### config.mk
export PLATFORM = sky130hd
export DESIGN_NAME = ub_regs
export DESIGN_NICKNAME = d
export VERILOG_FILES = /design/src/hdl/ub_pkg.sv /design/src/hdl/ub_countdown.sv /design/src/hdl/ub_regs.sv
export SDC_FILE = /design/constraint.sdc
export NUM_CORES = 1
export LEC_CHECK = 0
export ABC_AREA = 0
export BUFFER_PORTS_ARGS = -buffer_cell sky130_fd_sc_hd__buf_2
export CORE_UTILIZATION = 27
export CTS_CLUSTER_SIZE = 16
export DETAILED_ROUTE_END_ITERATION = 10
export SLEW_MARGIN = 10
export SYNTH_ARGS = -nofsm -noshare
export SYNTH_HDL_FRONTEND = slang
export SYNTH_SLANG_ARGS = --single-unit
### constraint.sdc
create_clock -name clk -period 5.2 [get_ports clk]
set_input_delay 1.3 -clock clk [delete_from_list [all_inputs] [get_ports clk]]
set_output_delay 1.3 -clock clk [all_outputs]
set_load 0.01 [all_outputs]
### src/hdl/ub_pkg.sv
// constants for the utility unit register bank
package ub_pkg;
	localparam int ADDR_W = 8;
	localparam int DATA_W = 32;
	localparam int THRESH_W = 20;
	localparam int NODE_W = 3;
	localparam int GROUPS = 8;
	localparam int FLAGS = 8;

	localparam logic [7:0] OFF_NODE_MAP = 8'h54;
	localparam logic [7:0] OFF_ERR_STATUS = 8'h64;
	localparam logic [7:0] OFF_BUS_NUMBER = 8'hd0;
	localparam logic [7:0] OFF_IRQ_CTRL = 8'hd8;

	// error status fields
	localparam int ST_DELIVERY_VALID = 16;
	localparam int ST_LOCK_TIMEOUT = 7;
	localparam int ST_MGMT_TIMEOUT = 6;
	localparam int ST_CFG_WR_MISALIGN = 5;
	localparam int ST_CFG_RD_MISALIGN = 4;
	localparam int ST_BAD_OPCODE = 3;
	localparam int ST_POISONED = 2;
	localparam int ST_SRC_MEM_CTRL = 1;
	localparam int ST_SRC_MACHINE_CHECK = 0;

	// bus number fields
	localparam int BUS_VALID = 31;
	localparam int BUS_UNCORE_LSB = 8;
	localparam int BUS_IIO_LSB = 0;

	// control fields
	localparam int CTL_CORE_MSG_DIS = 28;
	localparam int CTL_MSG_CHAN_DIS = 27;
	localparam int CTL_LOCK_MISALIGN_DIS = 26;
	localparam int CTL_ALL_DIS = 25;
	localparam int CTL_MC_IRQ_EN = 24;
	localparam int CTL_THRESH_LSB = 0;

	localparam logic [23:0] NODE_MAP_RESET = 24'h000000;
	localparam logic [7:0] FLAGS_RESET = 8'h00;
	localparam logic [31:0] BUS_NUMBER_RESET = 32'h00000000;
	localparam logic [4:0] CTL_BITS_RESET = 5'h04;
	localparam logic [19:0] THRESH_RESET = 20'h00000;
endpackage

### src/hdl/ub_countdown.sv
// threshold countdown before a machine-check management interrupt
`timescale 1ns/1ps
module ub_countdown import ub_pkg::*; #(
	parameter int WIDTH = THRESH_W
) (
	input wire logic clk, // core clock
	input wire logic reset, // synchronous, active high
	input wire logic start, // load and begin counting
	input wire logic abort, // drop a running count
	input wire logic [WIDTH-1:0] loadValue, // threshold to count down
	output logic expired, // one-cycle pulse at zero
	output logic busy // a count is running
);
	logic [WIDTH-1:0] count;

	if (WIDTH < 1 || WIDTH > 32) begin : g_width_check
		$error("ub_countdown: WIDTH out of range");
	end

	assign expired = busy && count == '0;

	////////////////////////////////////////////////////////////////////////
	always_ff @(posedge clk) begin
		if (reset || abort) begin
			busy <= 1'b0;
		end else if (start) begin
			busy <= 1'b1;
		end else if (expired) begin
			busy <= 1'b0;
		end
	end

	always_ff @(posedge clk) begin
		if (reset) begin
			count <= '0;
		end else if (start) begin
			count <= loadValue;
		end else if (busy && count != '0) begin
			count <= count - 1'b1;
		end
	end

	////////////////////////////////////////////////////////////////////////
	chk_count_down: assert property (@(posedge clk) disable iff (reset)
		busy && !start && !abort && count != '0 |=>
		count == $past(count) - 1'b1)
		else $error("countdown did not decrement");
endmodule

### src/hdl/ub_regs.sv
// utility unit configuration registers and management interrupt logic
`timescale 1ns/1ps
// Summary of operation
// - eight 3-bit node fields, group 7 highest, group 0 lowest, reset zero
// - delivery-valid at status bit 16, cleared by software writing one
// - status bit 7 sticky on lock timeout, survives warm reset
// - status bit 6 sticky on management interrupt timeout
// - bit 5 on misaligned config write, bit 4 on misaligned read
// - bit 3 sticky on unsupported opcode
// - bit 2 sticky on poisoned transaction
// - bit 1 set when interrupt raised from memory controller
// - bit 0 set when interrupt raised from local machine check
// - bus register bit 31 marks bus numbers initialised, reset zero
// - bits 15:8 uncore bus number, bits 7:0 integrated I/O bus number
// - control bit 25 blocks every management interrupt
// - bit 26 blocks lock timeout and misalign interrupts, resets one
// - bit 27 blocks interrupts from the message channel
// - bit 28 blocks interrupts from core messages on message channel
// - bit 24 enables machine-check interrupt after threshold expiry
// - threshold in bits 19:0 counted down in hardware, reset zero
module ub_regs import ub_pkg::*; (
	input wire logic clk, // core clock
	input wire logic reset, // synchronous cold reset
	input wire logic warmReset, // synchronous warm reset
	input wire logic cfgWrEn, // config write strobe
	input wire logic cfgRdEn, // config read strobe
	input wire logic [ADDR_W-1:0] cfgAddr, // config byte offset
	input wire logic [3:0] cfgByteEn, // write byte lanes
	input wire logic [DATA_W-1:0] cfgWrData, // write data
	output logic [DATA_W-1:0] cfgRdData, // read data
	output logic cfgRdValid, // read data strobe
	input wire logic lockTimeoutEvt, // lock master timeout seen
	input wire logic mgmtTimeoutEvt, // interrupt timeout seen
	input wire logic cfgWrMisalignEvt, // misaligned config write
	input wire logic cfgRdMisalignEvt, // misaligned config read
	input wire logic badOpcodeEvt, // unsupported opcode seen
	input wire logic poisonedEvt, // poisoned transaction seen
	input wire logic memCtrlEvt, // memory controller indication
	input wire logic machineCheckEvt, // local uncorrectable check
	input wire logic msgChannelEvt, // request from message channel
	input wire logic coreMsgEvt, // core message on message channel
	input wire logic [2:0] groupSelect, // group to look up
	output logic [NODE_W-1:0] selectedNode, // node of that group
	output logic [7:0] uncoreBusNumber, // non-I/O uncore bus
	output logic [7:0] integratedIoBusNumber, // integrated I/O bus
	output logic busNumbersValid, // bus numbers initialised
	output logic managementInterrupt // one-cycle interrupt pulse
);
	logic [GROUPS*NODE_W-1:0] nodeMap;
	logic [FLAGS-1:0] errFlags;
	logic [FLAGS-1:0] flagSet;
	logic [FLAGS-1:0] flagClear;
	logic deliveryValid;
	logic busValid;
	logic [7:0] uncoreBus;
	logic [7:0] iioBus;
	logic coreMsgDis;
	logic msgChanDis;
	logic lockMisalignDis;
	logic allDis;
	logic mcIrqEn;
	logic [THRESH_W-1:0] threshold;
	logic wrMap;
	logic wrStatus;
	logic wrBus;
	logic wrCtrl;
	logic [DATA_W-1:0] busWord;
	logic [DATA_W-1:0] ctrlWord;
	logic [DATA_W-1:0] statusWord;
	logic [DATA_W-1:0] next_bus;
	logic [DATA_W-1:0] next_ctrl;
	logic [DATA_W-1:0] next_map;
	logic reqLock;
	logic reqMemCtrl;
	logic reqMsg;
	logic reqCore;
	logic gateLock;
	logic gateMemCtrl;
	logic gateMsg;
	logic gateCore;
	logic gateMc;
	logic mcExpired;
	logic deliverNow;

	////////////////////////////////////////////////////////////////////////
	// decode and byte-lane merge helpers
	function automatic logic hit(input logic [ADDR_W-1:0] a,
		input logic [7:0] off);
		hit = a[7:2] == off[7:2];
	endfunction

	function automatic logic [DATA_W-1:0] merge(
		input logic [DATA_W-1:0] old, input logic [DATA_W-1:0] wr,
		input logic [3:0] be);
		logic [DATA_W-1:0] res;
		res = old;
		for (int i = 0; i < 4; i++) begin
			if (be[i]) begin
				res[i*8 +: 8] = wr[i*8 +: 8];
			end
		end
		merge = res;
	endfunction

	assign wrMap = cfgWrEn && hit(cfgAddr, OFF_NODE_MAP);
	assign wrStatus = cfgWrEn && hit(cfgAddr, OFF_ERR_STATUS);
	assign wrBus = cfgWrEn && hit(cfgAddr, OFF_BUS_NUMBER);
	assign wrCtrl = cfgWrEn && hit(cfgAddr, OFF_IRQ_CTRL);

	assign busWord = {busValid, 15'h0000, uncoreBus, iioBus};
	assign ctrlWord = {3'h0, coreMsgDis, msgChanDis, lockMisalignDis,
		allDis, mcIrqEn, 4'h0, threshold};
	assign statusWord = {15'h0000, deliveryValid, 8'h00, errFlags};
	assign next_map = merge({8'h00, nodeMap}, cfgWrData, cfgByteEn);
	assign next_bus = merge(busWord, cfgWrData, cfgByteEn);
	assign next_ctrl = merge(ctrlWord, cfgWrData, cfgByteEn);

	////////////////////////////////////////////////////////////////////////
	// group to node map
	always_ff @(posedge clk) begin
		if (reset) begin
			nodeMap <= NODE_MAP_RESET;
		end else if (wrMap) begin
			nodeMap <= next_map[GROUPS*NODE_W-1:0];
		end
	end

	always_ff @(posedge clk) begin
		if (reset) begin
			selectedNode <= '0;
		end else begin
			selectedNode <= nodeMap[groupSelect*NODE_W +: NODE_W];
		end
	end

	////////////////////////////////////////////////////////////////////////
	// bus numbers
	always_ff @(posedge clk) begin
		if (reset) begin
			busValid <= BUS_NUMBER_RESET[BUS_VALID];
			uncoreBus <= BUS_NUMBER_RESET[BUS_UNCORE_LSB +: 8];
			iioBus <= BUS_NUMBER_RESET[BUS_IIO_LSB +: 8];
		end else if (wrBus) begin
			busValid <= next_bus[BUS_VALID];
			uncoreBus <= next_bus[BUS_UNCORE_LSB +: 8];
			iioBus <= next_bus[BUS_IIO_LSB +: 8];
		end
	end

	assign uncoreBusNumber = uncoreBus;
	assign integratedIoBusNumber = iioBus;
	assign busNumbersValid = busValid;

	////////////////////////////////////////////////////////////////////////
	// interrupt control
	always_ff @(posedge clk) begin
		if (reset) begin
			{coreMsgDis, msgChanDis, lockMisalignDis, allDis, mcIrqEn}
				<= CTL_BITS_RESET;
			threshold <= THRESH_RESET;
		end else if (wrCtrl) begin
			coreMsgDis <= next_ctrl[CTL_CORE_MSG_DIS];
			msgChanDis <= next_ctrl[CTL_MSG_CHAN_DIS];
			lockMisalignDis <= next_ctrl[CTL_LOCK_MISALIGN_DIS];
			allDis <= next_ctrl[CTL_ALL_DIS];
			mcIrqEn <= next_ctrl[CTL_MC_IRQ_EN];
			threshold <= next_ctrl[CTL_THRESH_LSB +: THRESH_W];
		end
	end

	////////////////////////////////////////////////////////////////////////
	// interrupt sources and gating
	assign reqLock = lockTimeoutEvt || cfgWrMisalignEvt || cfgRdMisalignEvt;
	assign reqMemCtrl = memCtrlEvt;
	assign reqMsg = msgChannelEvt;
	assign reqCore = coreMsgEvt;
	assign gateLock = reqLock && !lockMisalignDis;
	assign gateMemCtrl = reqMemCtrl;
	assign gateMsg = reqMsg && !msgChanDis;
	assign gateCore = reqCore && !coreMsgDis && !msgChanDis;
	assign gateMc = mcExpired && mcIrqEn;
	assign deliverNow = !allDis && (gateLock || gateMemCtrl || gateMsg
		|| gateCore || gateMc);

	ub_countdown #(
		.WIDTH(THRESH_W)
	) u_countdown (
		.clk(clk),
		.reset(reset || warmReset),
		.start(machineCheckEvt && mcIrqEn),
		.abort(!mcIrqEn),
		.loadValue(threshold),
		.expired(mcExpired),
		.busy()
	);

	always_ff @(posedge clk) begin
		if (reset || warmReset) begin
			managementInterrupt <= 1'b0;
		end else begin
			managementInterrupt <= deliverNow;
		end
	end

	////////////////////////////////////////////////////////////////////////
	// sticky status flags; set wins over a write-one clear
	assign flagSet[ST_LOCK_TIMEOUT] = lockTimeoutEvt;
	assign flagSet[ST_MGMT_TIMEOUT] = mgmtTimeoutEvt;
	assign flagSet[ST_CFG_WR_MISALIGN] = cfgWrMisalignEvt;
	assign flagSet[ST_CFG_RD_MISALIGN] = cfgRdMisalignEvt;
	assign flagSet[ST_BAD_OPCODE] = badOpcodeEvt;
	assign flagSet[ST_POISONED] = poisonedEvt;
	assign flagSet[ST_SRC_MEM_CTRL] = deliverNow && gateMemCtrl;
	assign flagSet[ST_SRC_MACHINE_CHECK] = deliverNow && gateMc;
	assign flagClear = (wrStatus && cfgByteEn[0]) ? cfgWrData[7:0] : 8'h00;

	// warm reset leaves these alone
	generate
		for (genvar i = 0; i < FLAGS; i++) begin : g_flag
			always_ff @(posedge clk) begin
				if (reset) begin
					errFlags[i] <= FLAGS_RESET[i];
				end else if (flagSet[i]) begin
					errFlags[i] <= 1'b1;
				end else if (flagClear[i]) begin
					errFlags[i] <= 1'b0;
				end
			end
		end
	endgenerate

	always_ff @(posedge clk) begin
		if (reset || warmReset) begin
			deliveryValid <= 1'b0;
		end else if (deliverNow) begin
			deliveryValid <= 1'b1;
		end else if (wrStatus && cfgByteEn[2]
			&& cfgWrData[ST_DELIVERY_VALID]) begin
			deliveryValid <= 1'b0;
		end
	end

	////////////////////////////////////////////////////////////////////////
	// read port
	always_ff @(posedge clk) begin
		if (reset) begin
			cfgRdData <= '0;
			cfgRdValid <= 1'b0;
		end else begin
			cfgRdValid <= cfgRdEn;
			if (cfgRdEn) begin
				if (hit(cfgAddr, OFF_NODE_MAP)) begin
					cfgRdData <= {8'h00, nodeMap};
				end else if (hit(cfgAddr, OFF_ERR_STATUS)) begin
					cfgRdData <= statusWord;
				end else if (hit(cfgAddr, OFF_BUS_NUMBER)) begin
					cfgRdData <= busWord;
				end else if (hit(cfgAddr, OFF_IRQ_CTRL)) begin
					cfgRdData <= ctrlWord;
				end else begin
					cfgRdData <= '0;
				end
			end
		end
	end

	////////////////////////////////////////////////////////////////////////
	// checks
	chk_map_write: assert property (@(posedge clk) disable iff (reset)
		wrMap && cfgByteEn == 4'hf |=>
		nodeMap == $past(cfgWrData[23:0]))
		else $error("node map write lost");

	chk_valid_clear: assert property (@(posedge clk)
		disable iff (reset || warmReset)
		wrStatus && cfgByteEn[2] && cfgWrData[ST_DELIVERY_VALID]
		&& !deliverNow |=> !deliveryValid)
		else $error("delivery valid not cleared");

	chk_lock_flag: assert property (@(posedge clk) disable iff (reset)
		lockTimeoutEvt |=> errFlags[ST_LOCK_TIMEOUT])
		else $error("lock timeout flag missing");

	// sticky flag must ride through a warm reset
	chk_lock_warm: assert property (@(posedge clk) disable iff (reset)
		warmReset && errFlags[ST_LOCK_TIMEOUT]
		&& !flagClear[ST_LOCK_TIMEOUT]
		|=> errFlags[ST_LOCK_TIMEOUT])
		else $error("lock flag lost on warm reset");

	chk_timeout_flag: assert property (@(posedge clk) disable iff (reset)
		mgmtTimeoutEvt |=> errFlags[ST_MGMT_TIMEOUT])
		else $error("interrupt timeout flag missing");

	chk_misalign_flags: assert property (@(posedge clk) disable iff (reset)
		cfgWrMisalignEvt || cfgRdMisalignEvt |=>
		(errFlags[ST_CFG_WR_MISALIGN] || !$past(cfgWrMisalignEvt)) &&
		(errFlags[ST_CFG_RD_MISALIGN] || !$past(cfgRdMisalignEvt)))
		else $error("misalign flag missing");

	chk_opcode_flag: assert property (@(posedge clk) disable iff (reset)
		badOpcodeEvt |=> errFlags[ST_BAD_OPCODE])
		else $error("opcode flag missing");

	chk_poison_flag: assert property (@(posedge clk) disable iff (reset)
		poisonedEvt |=> errFlags[ST_POISONED])
		else $error("poison flag missing");

	chk_memctrl_source: assert property (@(posedge clk)
		disable iff (reset || warmReset)
		memCtrlEvt && !allDis |=> managementInterrupt
		&& errFlags[ST_SRC_MEM_CTRL])
		else $error("memory controller source missing");

	chk_all_disable: assert property (@(posedge clk)
		disable iff (reset || warmReset)
		allDis |=> !managementInterrupt)
		else $error("interrupt despite global disable");

	chk_lock_gate: assert property (@(posedge clk) disable iff (reset)
		lockMisalignDis && !reqMemCtrl && !reqMsg && !reqCore
		&& !mcExpired |=> !managementInterrupt)
		else $error("blocked lock interrupt delivered");

	chk_msg_gate: assert property (@(posedge clk) disable iff (reset)
		msgChanDis && !reqLock && !reqMemCtrl && !mcExpired
		|=> !managementInterrupt)
		else $error("blocked channel interrupt delivered");

	chk_mc_threshold: assert property (@(posedge clk)
		disable iff (reset || warmReset)
		machineCheckEvt && mcIrqEn && !allDis && threshold == 20'h00002
		##1 (mcIrqEn && !allDis && !machineCheckEvt && !wrCtrl) [*3]
		|=> managementInterrupt && errFlags[ST_SRC_MACHINE_CHECK])
		else $error("machine check interrupt timing wrong");

	chk_delivery_pair: assert property (@(posedge clk)
		disable iff (reset || warmReset)
		managementInterrupt |-> deliveryValid)
		else $error("delivery without valid status");

	cov_mc_irq: cover property (@(posedge clk) disable iff (reset)
		gateMc && deliverNow ##1 managementInterrupt);
	cov_w1c: cover property (@(posedge clk) disable iff (reset)
		deliveryValid ##1 !deliveryValid);
	cov_status_read: cover property (@(posedge clk) disable iff (reset)
		cfgRdEn && hit(cfgAddr, OFF_ERR_STATUS) ##1 cfgRdData != '0);
endmodule

==> results.cfg, run 1 <==
[outcome]
run_status = finished clean

[drt]
wl_per_cell_um = 16.7
routed_via_density = 4.88
vias = 4752
drt_iter0_markers = 183
postRouteAntennaNets = 0
drc = 0
first_pass_iters = 5
routed_wl_um = 16300

[synth]
synth_area_per_cell_um2 = 9.27
yosys.area_share.simple_pct = 17.2
yosys_register_bits = 131
async_reset_ff_share_pct = 0
synth_edf_count = 0
synth_area_um2 = 5600
syn_inst = 604
synth_top_area_cell = dfxtp_1
synth_top_family_by_area = simple AND/OR/NAND/NOR gates
synth_xor_area_share_pct = 2.50
synth.top_cell.area_share_pct = 46.8
synthDistinctLibCells = 51
ys_warn_count = 0
yosys_most_used_dff = dfxtp_1
yosysSeqAreaShare_pct = 46.8
synth-adder-area-share_pct = 0.447
synth_area_leaders = dfxtp_1 (47%), mux2i_1 (12%), nor2_1 (6.9%)
synth_compound_area_share_pct = 14.1
synth.area.mux_share_pct = 14.7

[clocking]
cts-resized-gates = 0
cts.hold.buffers_added = 0
cts_tree = yes
path_clk_slew_ns = 0.06
clkSinkCount = 131
cts_made_buffers = 17
clock_latency_ns = 0.41
clock_path_buffers = 2
htreeDepth = 4
post_cts_buffers = 0
clockRootBuffer = clkbuf_16

[setup_path]
end_kind = register
critPathLaunchType = input pin
slowest_delay_ns = 0.83
worstPathMaxFanout = 29
crit_path_top_delay_cell = nor2b_1
critical_path_class = in -> reg
cp.required_ns = 5.46
regToRegStartpoint = u_countdown.count[14]
crit_chain = buf_2 -> nor4bb_1 -> and3_1 -> buf_4 -> nor2b_1 -> mux2i_1 -> nor2_1
worstPathArrival_ns = 3.47
cp_top_family = simple AND/OR/NAND/NOR gates
critPathLaunch = cfgAddr[4]
path_buf_inv = 2

[placement]
portBuffers = 109
pre_cts_ws_ns = 1.61
placed_cell_area_um2 = 6360
gp_congestion = 0.796
dp_hpwl_um = 11700

[global_route]
grt-ovfl-total = 0
grt_use_total_pct = 15.3
antenna_found_initial = 0
grt_pass1_wl_um = 25500
grt_pass1_vias = 4510
grt_max_degree = 73

[timing]
skew_ns = 0.00518
slew_viol_final = 0
rsz0062_at_grt = false
fin_crit_sh_pct = 61.7
fin_tns_setup_ns = 0
slew_headroom_pct = 33.1
fmax_ghz = 0.312
final-hold-violation-count = 0
finalWorstPathRequiredPeriod_ns = 3.21
worst_slack_ns = 1.99
setup_viol = 0
worst_slew_pin_slew_ns = 1.00

[cells_and_area]
syn_to_final_growth_pct = 23.9
layout_commonest_cell = dfxtp_1
n_antenna_cell = 0
fin_area_um2 = 6940
drive_gt1_share_pct = 23.2
fin_nets = 756
fillers = 2138
fin_util_pct = 34.2
layout_common_cells = dfxtp_1 (131), buf_2 (108), nor2_1 (103), mux2i_1 (69)

[floorplanning]
die_h_um = 146
start_util_pct = 27.6
io_pins = 116
dieArea_um2 = 21300
die_w_um = 146
core_um2 = 20300
num_rows = 52

[hold_path]
worstHoldStart = cfgRdData[28]
hp-class = reg -> reg

[power_and_ir_drop]
power_leakage_uw = 0.00263
power_uw = 2300
powerDensity_nw_per_um2 = 332
ir_drop_uv = 167

[flow_run]
max-cap-violations = 0
-- synth_stat cells (all sizes together) (3+ instances only) --
cell type,number
nor2b,5
mux4,6
clkbuf,42
mux2i,69
nand4,7
inv,7
o21ai,18
or3,4
and3,7
nor3b,3
nor3,8
a21oi,36
xnor2,16
a211oi,15
a22oi,17
nor4,5
dfxtp,131
nor2,103
a221oi,12
nand2b,3
buf,8
nand3,12
nand2,36
a311oi,10
-- power by group --
part / switching, uW / total [uW] / leakage, uW / internal (uW)
sequential: 8.53 / 1030 / 0.00106 / 1020
combinational: 72.5 / 115 / 0.00129 / 42.5
clock: 425 / 1160 / 0.000281 / 736
total: 506 / 2300 / 0.00263 / 1800
-- kinds of logic (layout without fill, tap and decap cells) --
family / Yosys count / after routing
adders and majority gates: 2 / 2
xor gates and xnor gates: 16 / 16
other: 1 / 2
muxes: 75 / 75
AOI/OAI and AO/OA: 117 / 117
and+or+nand+nor: 205 / 205
buffers and inverters: 57 / 156
DFF: 131 / 131
-- per-stage QoR --
stage	std cells	hold slack, ns
global route	974	0.478
finish	974	0.464
detailed placement	943	0.453
global placement	943	0.448
CTS	974	0.468
floorplan	605	0.446
-- routing by layer --
metal  global-route usage, %  vias to the layer above  share of wire (%)
li1                        -                     2335                  -
met1                    20.5                     2266                 48
met2                    23.9                      129                 45
met3                    3.66                       22                4.3
met4                    5.89                        0                2.3
met5                       0                        -                  0
-- cell type report --
cell class	count	area, um^2	share of cell area (%)
multi-input cells	417	2760	39.7
flip-flops and latches	131	2620	37.8
repair buffers	118	616	8.87
clock buffers	21	470	6.78
well taps	270	338	4.87
clock inverters	10	108	1.55
inverters	7	26.3	0.379
-- worst reg2reg max path, cell delays in order, from the launching register on --
cell      delay [ns]
dfxtp_1         0.36
nor4_1          0.58
and4_1          0.69
nand4_1         0.28
a311oi_1        0.59
a31o_2          0.18
-- flip-flops by register name, indices dropped and copies added (netlist names) --
register               flops
u_countdown.count         20
selectedNode               3
integratedIoBusNumber      8
threshold                 20
errFlags                   8
managementInterrupt        1
deliveryValid              1
coreMsgDis                 1
busNumbersValid            1
u_countdown.busy           1
mcIrqEn                    1
uncoreBusNumber            8
msgChanDis                 1
allDis                     1
cfgRdValid                 1
cfgRdData                 30
lockMisalignDis            1
nodeMap                   24
-- path summary, 6_finish.rpt --
check                  end  cells after the start  slack [ns]
max           threshold[7]                      7        1.99
min          cfgRdData[28]                      2        0.46
max reg2reg  deliveryValid                      5        2.47
min reg2reg  cfgRdData[28]                      2        0.46
Note: power is estimated with default switching activity, not from simulation.
==> run 2, diff against run 1 <==
Clock period 5.2 ns to 2.8 ns, I/O delays scaled along.
==> results.cfg, run 2 (synthesis results as in run 1) <==
[clocking]
cts_made_buffers = 17
htreeDepth = 4
cts-resized-gates = 0
path_clk_slew_ns = 0.06
cts_tree = yes
clockRootBuffer = clkbuf_16
cts.hold.buffers_added = 0
post_cts_buffers = 0
clkSinkCount = 131
clock_path_buffers = 2
clock_latency_ns = 0.42

[flow_run]
max-cap-violations = 0

[timing]
slew_viol_final = 0
fin_tns_setup_ns = 0
finalWorstPathRequiredPeriod_ns = 2.34
skew_ns = 0.00730
timing.hold.ws_ns = 0.459
fmax_ghz = 0.428
worst_slew_pin_slew_ns = 0.764
slew_headroom_pct = 49.0
fin_crit_sh_pct = 83.4
setup_viol = 0
final-hold-violation-count = 0
rsz0062_at_grt = false

[cells_and_area]
fin_nets = 768
largest_reg_flops = 30
top_regs = cfgRdData (30), nodeMap (24)
fin_cells = 987
layout_common_cells = dfxtp_1 (131), buf_2 (108), nor2_1 (102), mux2i_1 (69)
layout_commonest_cell = dfxtp_1
drive_gt1_share_pct = 24.5
top_register = cfgRdData
n_antenna_cell = 0
fillers = 2111
syn_to_final_growth_pct = 26.6

[drt]
drc = 0
postRouteAntennaNets = 0
drt_iter0_markers = 210
routed_via_density = 4.88
wl_per_cell_um = 16.5
first_pass_iters = 4
routed_wl_um = 16300
vias = 4819

[floorplanning]
io_pins = 116
dieArea_um2 = 21300
start_util_pct = 27.6
num_rows = 52
die_w_um = 146
die_h_um = 146
core_um2 = 20300

[power_and_ir_drop]
ir_drop_uv = 275
power_uw = 4490
intPower_uw = 3470
power_leakage_uw = 0.00270
powerDensity_nw_per_um2 = 634
seqPwrFrac_pct = 42.4
combinationalPowerShare_pct = 4.8
netSwitchingFraction_pct = 22.7
p_sw_uw = 1020
clockPowerShare_pct = 52.8

[setup_path]
r2r-end = deliveryValid
regToRegStartpoint = u_countdown.count[5]
crit_path_top_delay_cell = or4_1
cp_top_family = simple AND/OR/NAND/NOR gates
worstPathArrival_ns = 2.70
crit_chain = or4_1 -> nor3_1 -> nand4_1 -> a311oi_1 -> a31o_2
path_buf_inv = 0
reg2reg_setup_slack_ns = 0.46
end_kind = register
worstPathMaxFanout = 7
critPathLaunchType = register
slowest_delay_ns = 0.66
critical_path_class = reg -> reg
cp.required_ns = 3.17
rr_worst_depth = 5
critPathLaunch = u_countdown.count[5]

[hold_path]
holdPathStages = 2
hold_end = cfgRdData[20]
hp-class = reg -> reg
worstHoldStart = cfgRdData[20]

[global_route]
grt_pass1_vias = 4686
grt_use_total_pct = 15.5
grt-ovfl-total = 0
grt_max_degree = 50
antenna_found_initial = 0
grt_pass1_wl_um = 25700

[outcome]
run_status = finished clean

[placement]
portBuffers = 109
dp_cells = 955
gp_congestion = 0.808
dp_hpwl_um = 11900
## run 2: worst max path at each step
stage,endpoint,slack [ns],depth (start not counted)
finish,deliveryValid,0.46,5
global route,deliveryValid,0.34,5
CTS,deliveryValid,0.42,5
detailed placement,u_countdown.count[10],0.33,4
global placement,u_countdown.count[10],0.35,4
floorplan,integratedIoBusNumber[0],0.46,7
## run 2: through the flow
| step | setup slack, ns | utilization [%] | instance area (um^2) |
|---|---|---|---|
| floorplan | 0.461 | - | 5600 |
| global placement | 0.346 | 31.8 | 6450 |
| detailed placement | 0.326 | 31.8 | 6450 |
| CTS | 0.416 | 34.9 | 7090 |
| global route | 0.335 | 34.9 | 7090 |
| finish | 0.464 | 34.9 | 7090 |
## run 2: final cells by class
class                      count  area (um^2)  share of cell area [%]
multi-input combinational    417         2750                    38.8
sequential                   131         2620                    37.0
timing repair buffer         130          718                    10.1
clock buffer                  18          429                    6.05
tap                          270          338                    4.77
clock inverter                14          203                    2.86
inverter                       7         26.3                   0.371
## run 2: worst register-to-register path, cell delays in order, from the launching register on
cell,delay [ns]
dfxtp_1,0.34
or4_1,0.66
nor3_1,0.32
nand4_1,0.23
a311oi_1,0.55
a31o_2,0.18
## run 2: metal layers
layer	track usage (%)	part of all wire (%)	up-vias
met5	0	0	-
met1	20.2	46	2310
li1	-	-	2358
met2	24.6	46	130
met3	4.44	5.8	21
met4	5.52	2.0	0
## run 2: power by group through the flow
stage / logic, uW / registers (uW) / clock network [uW]
after global routing: 237 / 1910 / 2500
final: 216 / 1910 / 2370
after floorplan: 101 / 1950 / 0
after CTS: 217 / 1910 / 2410
after global placement: 216 / 1950 / 0
after detailed placement: 216 / 1950 / 0
